`src/verilog/lsra_params.svh`:
```
// Purpose: Constants of the lane standby and rate adjust block
// Assumes: Included by bare name from the block, the peer model and the bench
// Notes: Word codes are 32-bit control words, flagged by a k bit
`ifndef LSRA_PARAMS_SVH
`define LSRA_PARAMS_SVH

// ==========================================================
// Register map, byte addresses
`define LSRA_CTRL_OFFSET 8'h00
`define LSRA_LEAK_OFFSET 8'h04
`define LSRA_STATUS_OFFSET 8'h08

// ==========================================================
// Register fields and reset values
`define LSRA_CTRL_LANE_START_BIT 0
`define LSRA_CTRL_AUTO_START_BIT 1
`define LSRA_CTRL_LOOPBACK_BIT 2
`define LSRA_CTRL_RESET 3'h0
`define LSRA_LEAK_RESET 16'h0100
`define LSRA_STATUS_PERSIST_BIT 3
`define LSRA_STATUS_SIGNAL_BIT 4

// ==========================================================
// Word counts
`define LSRA_NOTICE_BURST 6'h20
`define LSRA_CONSEC_LIMIT 4'h8
// 5000 words between rate slack words
`define LSRA_SKIP_PERIOD 13'h1388

// ==========================================================
// Control word codes, inverted forms are the bitwise complement
`define LSRA_WORD_IDLE 32'hBC3C3C3C
`define LSRA_WORD_SKIP 32'hBC1C1C1C
`define LSRA_WORD_STANDBY 32'hBC5C5C5C
`define LSRA_WORD_LOST 32'hBC7C7C7C
`define LSRA_WORD_RXERR 32'hBC9C9C9C

`endif

```
`src/verilog/lsra_pkg.sv`:
```
// Purpose: Types of the lane standby and rate adjust block
// Assumes: Constants come from lsra_params.svh
// Notes: State codes are Gray from full reset through line quiet and active to standby notice
`default_nettype none
package lsra_pkg;

  // ==========================================================
  // Lane state machine
  typedef enum logic [2:0] {
    LSRA_FULL_RESET_STATE = 3'h0,
    LSRA_LINE_QUIET_STATE = 3'h1,
    LSRA_ACTIVE_STATE = 3'h3,
    LSRA_STANDBY_NOTICE_STATE = 3'h2,
    LSRA_SIGNAL_LOST_NOTICE_STATE = 3'h6
  } lsra_state_t;

endpackage
`default_nettype wire

```
`src/verilog/lsra_lane.sv`:
```
// Purpose: Lane standby, signal-lost notice, rate adjust, filler and loopback
// Assumes: One lane word per sys_clk cycle on the transmit side
// Notes: APB slave, zero wait states, pslverr on unmapped addresses
// Contract
// - Active goes to standby notice when lane start and auto start both low
// - Standby notice sends a burst of 32 sleep notice words
// - Notice exits: full reset first, then partial reset, then others
// - After 32 sleep notice words sent, go to line quiet
// - 8 consecutive carrier gone or sleep words received go to line quiet
// - Active goes to signal lost notice when receiver has no signal
// - Fault counter overflow in Active goes to signal lost, flags persistent error
// - Fault counter is a leaky bucket: up per fault word, down periodically
// - Leak removes one count every 256 words, period settable by software
// - Signal lost notice sends a burst of 32 carrier gone words
// - After 32 carrier gone words sent, go to line quiet unless reset
// - Received words pass through an elastic buffer
// - Transmitter inserts one rate slack word every 5000 words
// - Slack word read from buffer above half full is dropped
// - Slack word read from buffer at or below half full stays for next read
// - A slack word is read at most twice, removed on the second read
// - Filler word is sent whenever nothing else is pending
// - Filler words and inverses are discarded at buffer read
// - Optional loopback routes transmit words into the receive input
`timescale 1ns/100ps
`default_nettype none
`include "lsra_params.svh"
module lsra_lane import lsra_pkg::*; #(
  parameter int DEPTH = 16,
  parameter int ERR_W = 4
) (
  // Clock and reset
  input wire logic sys_clk,
  input wire logic rstn,
  // APB slave
  input wire logic psel,
  input wire logic penable,
  input wire logic pwrite,
  input wire logic [7:0] paddr,
  input wire logic [31:0] pwdata,
  output logic [31:0] prdata,
  output logic pready,
  output logic pslverr,
  // Lane control
  input wire logic full_reset_request,
  input wire logic partial_reset_request,
  input wire logic init_done,
  output logic persistent_error,
  // Upper layer transmit
  input wire logic up_tx_valid,
  input wire logic [31:0] up_tx_word,
  input wire logic up_tx_k,
  output logic up_tx_ready,
  // Upper layer receive
  output logic up_rx_valid,
  output logic [31:0] up_rx_word,
  output logic up_rx_k,
  // Encoding layer
  output logic [31:0] enc_tx_word,
  output logic enc_tx_k,
  input wire logic enc_rx_valid,
  input wire logic [31:0] enc_rx_word,
  input wire logic enc_rx_k,
  input wire logic rx_signal_present
);

  localparam int AW = $clog2(DEPTH);
  localparam int CW = AW + 1;
  localparam logic [CW-1:0] HALF = CW'(DEPTH / 2);
  localparam logic [CW-1:0] FULL = CW'(DEPTH);
  localparam logic [ERR_W-1:0] ERR_MAX = {ERR_W{1'b1}};

  lsra_state_t state_reg, state_next;
  logic [2:0] ctrl_reg;
  logic [15:0] leak_period_reg;
  logic persist_reg;
  logic sig_s1_reg, sig_s2_reg, sig_s3_reg, sig_present_reg;
  logic [12:0] skip_cnt_reg;
  logic [5:0] burst_cnt_reg;
  logic [31:0] tx_word_next;
  logic tx_k_next;
  logic skip_due, notice_sel, burst_done;
  logic [31:0] mem [DEPTH];
  logic [DEPTH-1:0] mem_k;
  logic [AW-1:0] wr_ptr_reg, rd_ptr_reg;
  logic [CW-1:0] count_reg;
  logic skip_seen_reg;
  logic in_valid, in_k, wr_en, empty, pop, deliver;
  logic [31:0] in_word, head_word;
  logic head_k, is_skip, is_idle, is_stby, is_lost, is_rxerr, is_lane_ctrl;
  logic [3:0] stby_cnt_reg, lost_cnt_reg;
  logic rx_hit8, in_notice, in_active;
  logic [15:0] leak_cnt_reg;
  logic leak_tick, err_inc;
  logic [ERR_W-1:0] err_cnt_reg;
  logic err_ovf_reg;
  logic apb_access, apb_hit;

  // ==========================================================
  // APB slave
  assign apb_access = psel && penable;
  assign apb_hit = (paddr == `LSRA_CTRL_OFFSET) || (paddr == `LSRA_LEAK_OFFSET) ||
                   (paddr == `LSRA_STATUS_OFFSET);
  assign pready = 1'b1;
  assign pslverr = apb_access && !apb_hit;

  always_comb begin
    prdata = 32'h00000000;
    case (paddr)
      `LSRA_CTRL_OFFSET: prdata = {29'h00000000, ctrl_reg};
      `LSRA_LEAK_OFFSET: prdata = {16'h0000, leak_period_reg};
      `LSRA_STATUS_OFFSET: prdata = {8'h00, 8'(err_cnt_reg), 3'h0, 5'(count_reg),
                                     3'h0, sig_present_reg, persist_reg, 3'(state_reg)};
      default: prdata = 32'h00000000;
    endcase
  end

  always_ff @(posedge sys_clk or negedge rstn) begin
    if (!rstn) begin
      ctrl_reg <= `LSRA_CTRL_RESET;
      leak_period_reg <= `LSRA_LEAK_RESET;
    end else if (apb_access && pwrite) begin
      if (paddr == `LSRA_CTRL_OFFSET) begin
        ctrl_reg <= pwdata[2:0];
      end
      if (paddr == `LSRA_LEAK_OFFSET) begin
        leak_period_reg <= pwdata[15:0];
      end
    end
  end

  // Set wins over a write-one clear
  always_ff @(posedge sys_clk or negedge rstn) begin
    if (!rstn) begin
      persist_reg <= 1'b0;
    end else if (err_ovf_reg) begin
      persist_reg <= 1'b1;
    end else if (apb_access && pwrite && paddr == `LSRA_STATUS_OFFSET &&
                 pwdata[`LSRA_STATUS_PERSIST_BIT]) begin
      persist_reg <= 1'b0;
    end
  end
  assign persistent_error = persist_reg;

  // ==========================================================
  // Signal detect synchroniser
  always_ff @(posedge sys_clk or negedge rstn) begin
    if (!rstn) begin
      sig_s1_reg <= 1'b0;
      sig_s2_reg <= 1'b0;
      sig_s3_reg <= 1'b0;
      sig_present_reg <= 1'b0;
    end else begin
      sig_s1_reg <= rx_signal_present;
      sig_s2_reg <= sig_s1_reg;
      sig_s3_reg <= sig_s2_reg;
      if (sig_s2_reg == sig_s3_reg) begin
        sig_present_reg <= sig_s3_reg;
      end
    end
  end

  // ==========================================================
  // Lane state machine
  assign in_active = (state_reg == LSRA_ACTIVE_STATE);
  assign in_notice = (state_reg == LSRA_STANDBY_NOTICE_STATE) ||
                     (state_reg == LSRA_SIGNAL_LOST_NOTICE_STATE);
  assign burst_done = (burst_cnt_reg == `LSRA_NOTICE_BURST);
  assign rx_hit8 = (stby_cnt_reg == `LSRA_CONSEC_LIMIT) ||
                   (lost_cnt_reg == `LSRA_CONSEC_LIMIT);

  always_comb begin
    state_next = state_reg;
    if (full_reset_request) begin
      state_next = LSRA_FULL_RESET_STATE;
    end else begin
      case (state_reg)
        LSRA_FULL_RESET_STATE: state_next = LSRA_LINE_QUIET_STATE;
        LSRA_LINE_QUIET_STATE: begin
          if (init_done && !partial_reset_request) begin
            state_next = LSRA_ACTIVE_STATE;
          end
        end
        LSRA_ACTIVE_STATE: begin
          if (partial_reset_request) begin
            state_next = LSRA_LINE_QUIET_STATE;
          end else if (!sig_present_reg) begin
            state_next = LSRA_SIGNAL_LOST_NOTICE_STATE;
          end else if (err_ovf_reg) begin
            state_next = LSRA_SIGNAL_LOST_NOTICE_STATE;
          end else if (!ctrl_reg[`LSRA_CTRL_LANE_START_BIT] &&
                       !ctrl_reg[`LSRA_CTRL_AUTO_START_BIT]) begin
            state_next = LSRA_STANDBY_NOTICE_STATE;
          end else if (rx_hit8) begin
            state_next = LSRA_LINE_QUIET_STATE;
          end
        end
        LSRA_STANDBY_NOTICE_STATE, LSRA_SIGNAL_LOST_NOTICE_STATE: begin
          if (partial_reset_request) begin
            state_next = LSRA_LINE_QUIET_STATE;
          end else if (burst_done) begin
            state_next = LSRA_LINE_QUIET_STATE;
          end else if (rx_hit8) begin
            state_next = LSRA_LINE_QUIET_STATE;
          end
        end
        default: state_next = LSRA_FULL_RESET_STATE;
      endcase
    end
  end

  always_ff @(posedge sys_clk or negedge rstn) begin
    if (!rstn) begin
      state_reg <= LSRA_FULL_RESET_STATE;
    end else begin
      state_reg <= state_next;
    end
  end

  // ==========================================================
  // Transmit word selection
  assign skip_due = (skip_cnt_reg == `LSRA_SKIP_PERIOD - 13'h0001);
  assign notice_sel = in_notice && !burst_done;
  // Upper layer stalls for the slack slot rather than losing a word
  assign up_tx_ready = in_active && !skip_due;

  always_comb begin
    tx_word_next = `LSRA_WORD_IDLE;
    tx_k_next = 1'b1;
    if (skip_due) begin
      tx_word_next = `LSRA_WORD_SKIP;
    end else if (notice_sel && state_reg == LSRA_STANDBY_NOTICE_STATE) begin
      tx_word_next = `LSRA_WORD_STANDBY;
    end else if (notice_sel) begin
      tx_word_next = `LSRA_WORD_LOST;
    end else if (up_tx_valid && up_tx_ready) begin
      tx_word_next = up_tx_word;
      tx_k_next = up_tx_k;
    end
  end

  always_ff @(posedge sys_clk or negedge rstn) begin
    if (!rstn) begin
      enc_tx_word <= `LSRA_WORD_IDLE;
      enc_tx_k <= 1'b1;
    end else begin
      enc_tx_word <= tx_word_next;
      enc_tx_k <= tx_k_next;
    end
  end

  always_ff @(posedge sys_clk or negedge rstn) begin
    if (!rstn) begin
      skip_cnt_reg <= 13'h0000;
    end else if (skip_due) begin
      skip_cnt_reg <= 13'h0000;
    end else begin
      skip_cnt_reg <= skip_cnt_reg + 13'h0001;
    end
  end

  // Slack slots delay the burst but do not count toward it
  always_ff @(posedge sys_clk or negedge rstn) begin
    if (!rstn) begin
      burst_cnt_reg <= 6'h00;
    end else if (!in_notice) begin
      burst_cnt_reg <= 6'h00;
    end else if (notice_sel && !skip_due) begin
      burst_cnt_reg <= burst_cnt_reg + 6'h01;
    end
  end

  // ==========================================================
  // Receive elastic buffer
  assign in_valid = ctrl_reg[`LSRA_CTRL_LOOPBACK_BIT] ? 1'b1 : enc_rx_valid;
  assign in_word = ctrl_reg[`LSRA_CTRL_LOOPBACK_BIT] ? enc_tx_word : enc_rx_word;
  assign in_k = ctrl_reg[`LSRA_CTRL_LOOPBACK_BIT] ? enc_tx_k : enc_rx_k;
  // A full buffer drops the arriving word; slack handling keeps this rare
  assign wr_en = in_valid && (count_reg != FULL);
  assign empty = (count_reg == {CW{1'b0}});
  assign head_word = mem[rd_ptr_reg];
  assign head_k = mem_k[rd_ptr_reg];
  assign is_skip = head_k && (head_word == `LSRA_WORD_SKIP || head_word == ~`LSRA_WORD_SKIP);
  assign is_idle = head_k && (head_word == `LSRA_WORD_IDLE || head_word == ~`LSRA_WORD_IDLE);
  assign is_stby = head_k && (head_word == `LSRA_WORD_STANDBY);
  assign is_lost = head_k && (head_word == `LSRA_WORD_LOST);
  assign is_rxerr = head_k && (head_word == `LSRA_WORD_RXERR);
  assign is_lane_ctrl = is_stby || is_lost || is_rxerr;
  // Slack stays once at or below half, goes on second read or above half
  assign pop = !empty && !(is_skip && !skip_seen_reg && count_reg <= HALF);
  assign deliver = pop && !is_skip && !is_idle;

  always_ff @(posedge sys_clk) begin
    if (wr_en) begin
      mem[wr_ptr_reg] <= in_word;
    end
  end

  always_ff @(posedge sys_clk or negedge rstn) begin
    if (!rstn) begin
      mem_k <= {DEPTH{1'b0}};
      wr_ptr_reg <= {AW{1'b0}};
      rd_ptr_reg <= {AW{1'b0}};
      count_reg <= {CW{1'b0}};
    end else begin
      if (wr_en) begin
        mem_k[wr_ptr_reg] <= in_k;
        wr_ptr_reg <= wr_ptr_reg + AW'(1);
      end
      if (pop) begin
        rd_ptr_reg <= rd_ptr_reg + AW'(1);
      end
      count_reg <= count_reg + CW'(wr_en) - CW'(pop);
    end
  end

  always_ff @(posedge sys_clk or negedge rstn) begin
    if (!rstn) begin
      skip_seen_reg <= 1'b0;
    end else if (pop) begin
      skip_seen_reg <= 1'b0;
    end else if (!empty && is_skip) begin
      skip_seen_reg <= 1'b1;
    end
  end

  always_ff @(posedge sys_clk or negedge rstn) begin
    if (!rstn) begin
      up_rx_valid <= 1'b0;
      up_rx_word <= 32'h00000000;
      up_rx_k <= 1'b0;
    end else begin
      up_rx_valid <= deliver && !is_lane_ctrl && in_active;
      if (deliver) begin
        up_rx_word <= head_word;
        up_rx_k <= head_k;
      end
    end
  end

  // ==========================================================
  // Consecutive notice word counters
  always_ff @(posedge sys_clk or negedge rstn) begin
    if (!rstn) begin
      stby_cnt_reg <= 4'h0;
      lost_cnt_reg <= 4'h0;
    end else if (!in_active && !in_notice) begin
      stby_cnt_reg <= 4'h0;
      lost_cnt_reg <= 4'h0;
    end else if (deliver) begin
      if (!is_stby) begin
        stby_cnt_reg <= 4'h0;
      end else if (stby_cnt_reg != `LSRA_CONSEC_LIMIT) begin
        stby_cnt_reg <= stby_cnt_reg + 4'h1;
      end
      if (!is_lost) begin
        lost_cnt_reg <= 4'h0;
      end else if (lost_cnt_reg != `LSRA_CONSEC_LIMIT) begin
        lost_cnt_reg <= lost_cnt_reg + 4'h1;
      end
    end
  end

  // ==========================================================
  // Leaky bucket fault counter
  // Period of zero behaves as one, a leak every word
  assign leak_tick = (leak_cnt_reg + 16'h0001 >= leak_period_reg);
  assign err_inc = deliver && is_rxerr && in_active;

  always_ff @(posedge sys_clk or negedge rstn) begin
    if (!rstn) begin
      leak_cnt_reg <= 16'h0000;
    end else if (leak_tick) begin
      leak_cnt_reg <= 16'h0000;
    end else begin
      leak_cnt_reg <= leak_cnt_reg + 16'h0001;
    end
  end

  always_ff @(posedge sys_clk or negedge rstn) begin
    if (!rstn) begin
      err_cnt_reg <= {ERR_W{1'b0}};
      err_ovf_reg <= 1'b0;
    end else begin
      err_ovf_reg <= err_inc && !leak_tick && (err_cnt_reg == ERR_MAX);
      if (!in_active) begin
        err_cnt_reg <= {ERR_W{1'b0}};
      end else if (err_inc && !leak_tick && err_cnt_reg != ERR_MAX) begin
        err_cnt_reg <= err_cnt_reg + ERR_W'(1);
      end else if (leak_tick && !err_inc && err_cnt_reg != {ERR_W{1'b0}}) begin
        err_cnt_reg <= err_cnt_reg - ERR_W'(1);
      end
    end
  end
endmodule
`default_nettype wire

```
`config.mk`:
```
export PLATFORM = sky130hd
export DESIGN_NAME = lsra_lane
export DESIGN_NICKNAME = d
export VERILOG_FILES = /design/src/verilog/lsra_pkg.sv /design/src/verilog/lsra_lane.sv
export VERILOG_INCLUDE_DIRS = /design/src /design/src/verilog
export SDC_FILE = /design/constraint.sdc
export NUM_CORES = 1
export LEC_CHECK = 0
export BUFFER_PORTS_ARGS = -buffer_cell sky130_fd_sc_hd__clkbuf_2
export CELL_PAD_IN_SITES_DETAIL_PLACEMENT = 0
export CELL_PAD_IN_SITES_GLOBAL_PLACEMENT = 2
export CORE_UTILIZATION = 45
export CTS_CLUSTER_DIAMETER = 150
export DETAILED_ROUTE_END_ITERATION = 8
export GPL_TIMING_DRIVEN = 0
export HOLD_SLACK_MARGIN = 0.1
export PLACE_DENSITY = 0.91
export SLEW_MARGIN = 10
export SYNTH_ARGS = -nofsm -noshare
export SYNTH_HDL_FRONTEND = slang
export SYNTH_SLANG_ARGS = --single-unit
```
`constraint.sdc`:
```
create_clock -name sys_clk -period 4.8 [get_ports sys_clk]
set_input_delay 0.96 -clock sys_clk [delete_from_list [all_inputs] [get_ports sys_clk]]
set_output_delay 0.96 -clock sys_clk [all_outputs]
set_load 0.01 [all_outputs]
```
==> impl_metrics.py, run 1 <==
metrics = {
    "timing": {
        "min_period_ns": 4.72,
        "max_freq_ghz": 0.212,
        "setup_slack_ns": 0.0796,
        "worst_pin_slew_ns": 1.13,
        "final-hold-violation-count": 0,
        "finClkSkew_ns": 0.0447,
        "max_slew_margin": 0.244,
        "finalMaxSlewViolations": 0,
        "finalSetupViolations": 0,
        "rsz0062_at_grt": "yes",
        "fin_crit_sh": 0.983,
    },
    "clocking": {
        "root_buffer": "clkbuf_16",
        "clkLatencyLatePin_ns": 0.63,
        "cts_hold_buf": 0,
        "htreeDepth": 3,
        "cts_buffers": 73,
        "cts_sinks": 684,
        "cts_tree": "yes",
        "clk_pin_slew_ns": 0.06,
        "clk_path_buf_depth": 3,
    },
    "worst_setup_path": {
        "reg2reg_from": "rd_ptr_reg[0]$_DFFE_PN0N_",
        "max_stage_delay_ns": 0.54,
        "critical_path_class": "reg2reg",
        "crit_chain": "buf_12, buf_12, buf_12, buf_12, mux2i_2, a221oi_2, o21ai_1, nand2_2, or4b_4, nor4_4, a32oi_2, o21ai_2, inv_1, ha_1, inv_1, ha_2, inv_2, fa_2, inv_2, a21oi_2, nor2_1, nor2_1, xor2_1",
        "cp_top_family": "simple AND/OR/NAND/NOR gates",
        "cp_data_required_time_ns": 5.28,
        "crit_fanout": 10,
        "worst_ep_arrival_time_ns": 5.20,
        "crit_path_top_delay_cell": "or4b_4",
        "reg2reg_slack_ns": 0.08,
        "worstPathBufferInverterCount": 8,
        "cpMostUsedCell": "buf_12",
        "reg2reg_to": "count_reg[4]$_DFF_PN0_",
        "rr_worst_depth": 23,
        "end_kind": "register",
        "startpoint_type": "register",
    },
    "layout": {
        "reg_top3": "mem x512, enc_tx_word x32, up_rx_word x32",
        "finalNonFillerCells": 3014,
        "final_util": 0.557,
        "area_growth_pct": 21.8,
        "finalNetCount": 2267,
        "multiInputGateArea_mm2": 0.00897,
        "register_area_mm2": 0.0197,
        "nFillCells": 4889,
        "layout_common_cells": "edfxtp_1, clkbuf_2, dfrtp_1",
        "largest_reg_flops": 512,
        "layout_commonest_cell": "edfxtp_1",
        "drive_gt1_frac": 0.351,
        "regMostFlops": "mem",
    },
    "logic_synthesis": {
        "syn_avg_cell_area_um2": 16.6,
        "synth.ff_latch_count": 684,
        "synth_top_area_frac": 0.531,
        "synth-seq-area-share": 0.681,
        "yosys_warnings": 0,
        "synth_cell_type_count": 91,
        "synthArstFlopShare": 0.251,
        "netlist_instances": 1748,
        "synth.area.top_cells": "edfxtp_1, dfrtp_1, mux4_2",
        "syn_area_mm2": 0.0289,
        "synth_edf_count": 512,
        "synth_ff_type": "edfxtp_1",
        "yosysTopAreaCell": "edfxtp_1",
    },
    "outcome": {
        "status": "finished clean",
    },
    "drt": {
        "highest_layer": "met5",
        "viasPerCell": 5.84,
        "wirelength_um": 80600,
        "drt_iter0_markers": 1701,
        "ant_nets": 0,
        "firstDrtPassIters": 6,
        "wl_per_cell_um": 26.8,
        "drcViolationCount": 0,
        "wl_met1_um": 31500,
        "vias": 17600,
        "wl_met3_um": 7660,
        "wl_met2_um": 39500,
    },
    "power_and_ir_drop": {
        "powerDensity_mw_per_mm2": 595,
        "p_leak_nw": 13.4,
        "ir_worst_vdd_uv": 315,
    },
    "hold_path": {
        "hold_path_end": "sig_s2_reg$_DFF_PN0_",
        "min_path_cells": 0,
        "min_from": "sig_s1_reg$_DFF_PN0_",
        "hold_path_class": "reg2reg",
    },
    "floorplan": {
        "start_util": 0.457,
        "die-area_mm2": 0.0653,
        "coreArea_mm2": 0.0633,
        "io_pins": 220,
        "dieWidth_um": 256,
        "rows": 92,
        "die_y_um": 256,
    },
    "grt": {
        "grt_pass1_wl_um": 117000,
        "grt_overflow": 0,
        "grt_pass1_vias": 17700,
        "grt_usage": 0.244,
        "antenna_found_initial": 4,
        "grt_max_degree": 100,
    },
    "place": {
        "placed_cells": 2830,
        "numPortBuffers": 189,
        "place_congestion": 0.820,
        "pre_cts_ws_ns": -1.01,
        "hpwl_um": 54700,
    },
    "job": {
        "maxCapViolCount": 0,
    },
}
[report_power, final]
part           switching (mW)  internal (mW)
Combinational            4.39           3.33
Clock                    2.35           3.49
Sequential              0.288           7.13
[Yosys cell counts, drive strengths merged (8+ instances only)]
library cell,n
and2,21
mux2,87
buf,61
nor2,69
mux2i,77
xor2,17
a21oi,16
a22o,12
clkbuf,29
ha,39
nand2,100
nand4,12
a31oi,8
dfrtp,153
o21ai,44
dfstp,19
nand3,42
a221oi,25
and3,27
inv,45
edfxtp,512
nand2b,21
a21o,12
mux4,101
xnor2,19
nor4,10
a22oi,32
nor2b,24
nor3,12
[per-stage QoR]
step           instance area [µm²]  power (mW)  setup TNS (ns)  hold slack [ns]
3_5_place_dp                 31700        13.9           -3.93            0.363
5_1_grt                      35200        21.7          -0.102            0.377
4_1_cts                      34600        20.2               0            0.379
3_3_place_gp                 31000        13.6        -1162.22            0.335
2_1_floorplan                29000        11.5               0            0.331
6_report                     35200        21.0               0            0.368
[routing by layer]
layer  up-vias  GRT usage
li1       7529          -
met1      9059      0.328
met4         2     0.0747
met5         -          0
met2       894      0.401
met3       126     0.0496
[cell families after synthesis]
kind of cell / Yosys count / synth area share
other: 2 / 0.000260
adders and majority gates: 42 / 0.0186
AOI/OAI and AO/OA: 194 / 0.0493
buffers and inverters: 137 / 0.0276
and+or+nand+nor: 388 / 0.0728
muxes: 265 / 0.140
xor gates and xnor gates: 36 / 0.0109
DFF: 684 / 0.681
[cell type report]
class | count | area share
Timing Repair Buffer | 275 | 0.0564
Multi-Input combinational cell | 938 | 0.255
Sequential cell | 684 | 0.559
Antenna cell | 1 | 0.0000710
Clock buffer | 90 | 0.0551
Inverter | 46 | 0.00494
Buffer | 91 | 0.0241
Tap cell | 846 | 0.0300
Clock inverter | 43 | 0.0153
[worst register-to-register path: cells and delay by family, from the launching register on]
kind / cells / cell delay (ns)
AOI/OAI and AO/OA: 5 / 0.83
xor gates and xnor gates: 1 / 0.14
adders and majority gates: 3 / 0.81
buffers and inverters: 8 / 0.95
DFF: 1 / 0.43
muxes: 1 / 0.31
and+or+nand+nor: 5 / 1.14
[worst max path at each step]
stage / from / to / slack (ns) / depth (start not counted)
after detailed placement: rd_ptr_reg[1]$_DFFE_PN0N_ / count_reg[4]$_DFF_PN0_ / -1.01 / 22
final: rd_ptr_reg[0]$_DFFE_PN0N_ / count_reg[4]$_DFF_PN0_ / 0.08 / 23
after CTS: rd_ptr_reg[0]$_DFFE_PN0N_ / count_reg[4]$_DFF_PN0_ / 0.009 / 21
after floorplan: enc_rx_valid / mem_k[3]$_DFFE_PN0P_ / 0.23 / 5
after global routing: rd_ptr_reg[0]$_DFFE_PN0N_ / count_reg[4]$_DFF_PN0_ / -0.10 / 23
after global placement: ctrl_reg[2]$_DFFE_PN0P_ / mem_k[0]$_DFFE_PN0P_ / -4.14 / 6
[repair_timing]
action / CTS / global route
setup buffers: 16 / 30
setup endpoints to repair: 10 / 3
endpoints found under the hold margin: 0 / 0
gates resized for setup: 79 / 83
pin swaps: 19 / 37
gates cloned: 0 / 4
Power figures use the tool's default switching activity.
==> run 2, diff against run 1 <==
--- a/config.mk
+++ b/config.mk
@@ -14,7 +14,7 @@
 export DETAILED_ROUTE_END_ITERATION = 8
 export GPL_TIMING_DRIVEN = 0
 export HOLD_SLACK_MARGIN = 0.1
-export PLACE_DENSITY = 0.91
+export PLACE_DENSITY = 0.88
 export SLEW_MARGIN = 10
 export SYNTH_ARGS = -nofsm -noshare
 export SYNTH_HDL_FRONTEND = slang
==> run 2 against run 1 <==
Worst setup slack better by 0.037 ns. Critical endpoint unchanged. Die area unchanged. Combinational power down 9.1%. Largest cell class unchanged. Largest power group is now registers. Wire length down 3.6%. Utilization down 0.87 points.
==> impl_metrics.py, run 2 (synthesized netlist as in run 1, its figures left out) <==
metrics = {
    "outcome": {
        "status": "finished clean",
    },
    "layout": {
        "layout_common_cells": "edfxtp_1, clkbuf_2, dfrtp_1",
        "largest_reg_flops": 512,
        "layout_commonest_cell": "edfxtp_1",
        "finalNetCount": 2236,
        "final_area_mm2": 0.0347,
        "regMostFlops": "mem",
        "area_growth_pct": 19.8,
        "finalNonFillerCells": 2986,
        "reg_top3": "mem x512, enc_tx_word x32, up_rx_word x32",
        "drive_gt1_frac": 0.335,
        "nFillCells": 5000,
    },
    "worst_setup_path": {
        "end_kind": "register",
        "startpoint_type": "register",
        "cpMostUsedCell": "inv_1",
        "worst_ep_arrival_time_ns": 5.17,
        "max_stage_delay_ns": 0.52,
        "crit_chain": "buf_12, buf_16, buf_12, mux4_2, a22oi_1, nand3_2, or3_4, nor3_2, and2_1, a32oi_2, o21ai_2, inv_1, ha_1, inv_1, ha_1, inv_1, fa_2, inv_1, a21oi_1, nor2_1, nor2_1, xor2_1",
        "critical_path_class": "reg2reg",
        "crit_path_top_delay_cell": "mux4_2",
        "cp_data_required_time_ns": 5.29,
        "crit_fanout": 8,
    },
    "drt": {
        "vias": 17100,
        "wirelength_um": 77800,
        "viasPerCell": 5.74,
        "wl_per_cell_um": 26.0,
        "drcViolationCount": 0,
        "ant_nets": 0,
        "drt_iter0_markers": 1768,
        "firstDrtPassIters": 5,
    },
    "place": {
        "pre_cts_ws_ns": -0.997,
        "numPortBuffers": 189,
        "placed_area_mm2": 0.0316,
        "place_congestion": 0.837,
        "placed_cells": 2828,
        "hpwl_um": 53100,
    },
    "clocking": {
        "clk_pin_slew_ns": 0.06,
        "cts_hold_buf": 0,
        "cts_tree": "yes",
        "cts_sinks": 684,
        "root_buffer": "clkbuf_16",
        "clkLatencyLatePin_ns": 0.63,
        "htreeDepth": 3,
        "clk_path_buf_depth": 3,
        "cts_buffers": 73,
    },
    "timing": {
        "min_period_ns": 4.68,
        "max_slew_margin": 0.192,
        "final-hold-violation-count": 0,
        "finalMaxSlewViolations": 0,
        "setup_tns_ns": 0,
        "max_freq_ghz": 0.214,
        "finClkSkew_ns": 0.0300,
        "setup_slack_ns": 0.117,
        "finalSetupViolations": 0,
        "fin_crit_sh": 0.976,
        "worst_pin_slew_ns": 1.21,
    },
    "floorplan": {
        "start_util": 0.457,
        "rows": 92,
        "coreArea_mm2": 0.0633,
        "dieWidth_um": 256,
        "die-area_mm2": 0.0653,
        "die_y_um": 256,
        "io_pins": 220,
    },
    "grt": {
        "grt_pass1_wl_um": 113000,
        "grt_overflow": 0,
        "antenna_found_initial": 1,
        "grt_pass1_vias": 17300,
        "grt_usage": 0.237,
        "grt_max_degree": 96,
    },
    "power_and_ir_drop": {
        "ir_worst_vdd_uv": 391,
        "powerDensity_mw_per_mm2": 585,
        "p_leak_nw": 13.2,
    },
    "hold_path": {
        "hold_path_class": "reg2reg",
    },
    "job": {
        "maxCapViolCount": 0,
    },
}
[run 2: cell types whose count changed in the layout (fill, tap and decap cells not counted), sizes merged]
cell,previous run,this run
inv,48,49
clkinv,27,25
buf,143,111
bufinv,11,8
clkbuf,312,319
diode,1,2
[run 2: per-stage QoR]
stage                util  total power [mW]  hold WS [ns]
floorplan               -              11.5         0.331
global placement    0.489              13.7         0.372
detailed placement  0.499              13.9         0.380
CTS                 0.541              19.9         0.396
global route        0.548              21.0         0.414
finish              0.548              20.3         0.390
[run 2: layout make-up]
| cell class | count | area, µm² | share of cell area |
|---|---|---|---|
| clock buffers | 96 | 2070 | 0.0596 |
| diodes | 2 | 5.00 | 0.000144 |
| clock inverters | 39 | 450 | 0.0130 |
| multi-input cells | 938 | 8850 | 0.255 |
| repair buffers | 244 | 1600 | 0.0460 |
| well taps | 846 | 1060 | 0.0305 |
| plain buffers | 91 | 779 | 0.0225 |
| inverters | 46 | 174 | 0.00501 |
| flip-flops and latches | 684 | 19700 | 0.568 |
[run 2: what timing repair did]
item | CTS | global route
buffers inserted | 3 | 18
endpoints found under the setup margin | 33 | 5
endpoints found under the hold margin | 0 | 0
resized for setup | 33 | 78
pin swaps | 3 | 20
[run 2: final timing paths]
kind                                           start                        end  slack [ns]  cells past startpoint
setup / recovery           rd_ptr_reg[0]$_DFFE_PN0N_     count_reg[4]$_DFF_PN0_        0.12                     22
hold / removal                  sig_s2_reg$_DFF_PN0_       sig_s3_reg$_DFF_PN0_        0.39                      0
setup reg to reg           rd_ptr_reg[0]$_DFFE_PN0N_     count_reg[4]$_DFF_PN0_        0.12                     22
hold reg to reg                 sig_s2_reg$_DFF_PN0_       sig_s3_reg$_DFF_PN0_        0.39                      0
max in group asynchronous                       rstn  enc_tx_word[31]$_DFF_PN1_        3.41                      2
min in group asynchronous                       rstn  up_rx_word[0]$_DFFE_PN0N_        0.41                      1
[run 2: metal layers]
| layer | global-route usage | share of wire | vias up | wire, µm |
|---|---|---|---|---|
| met1 | 0.312 | 0.41 | 8776 | 31500 |
| met3 | 0.0536 | 0.083 | 130 | 6450 |
| met2 | 0.390 | 0.49 | 777 | 37700 |
| met5 | 0 | 0 | - | 0 |
| met4 | 0.0818 | 0.027 | 0 | 2080 |
| li1 | - | - | 7460 | - |
[run 2: report_power, final]
group	total [mW]	switching (mW)	internal [mW]
registers	7.40	0.279	7.13
logic	7.02	4.12	2.90
clock network	5.87	2.37	3.49
[run 2: critical path, delay by kind of cell (launching register included)]
kind	cells	cell delay, ns
AND/OR/NAND/NOR	6	1.39
adder cells (fa/ha/maj)	3	0.77
buffers and inverters	7	0.70
AO/OA/AOI/OAI	4	0.61
multiplexers	1	0.52
flip-flops	1	0.42
XOR/XNOR	1	0.13
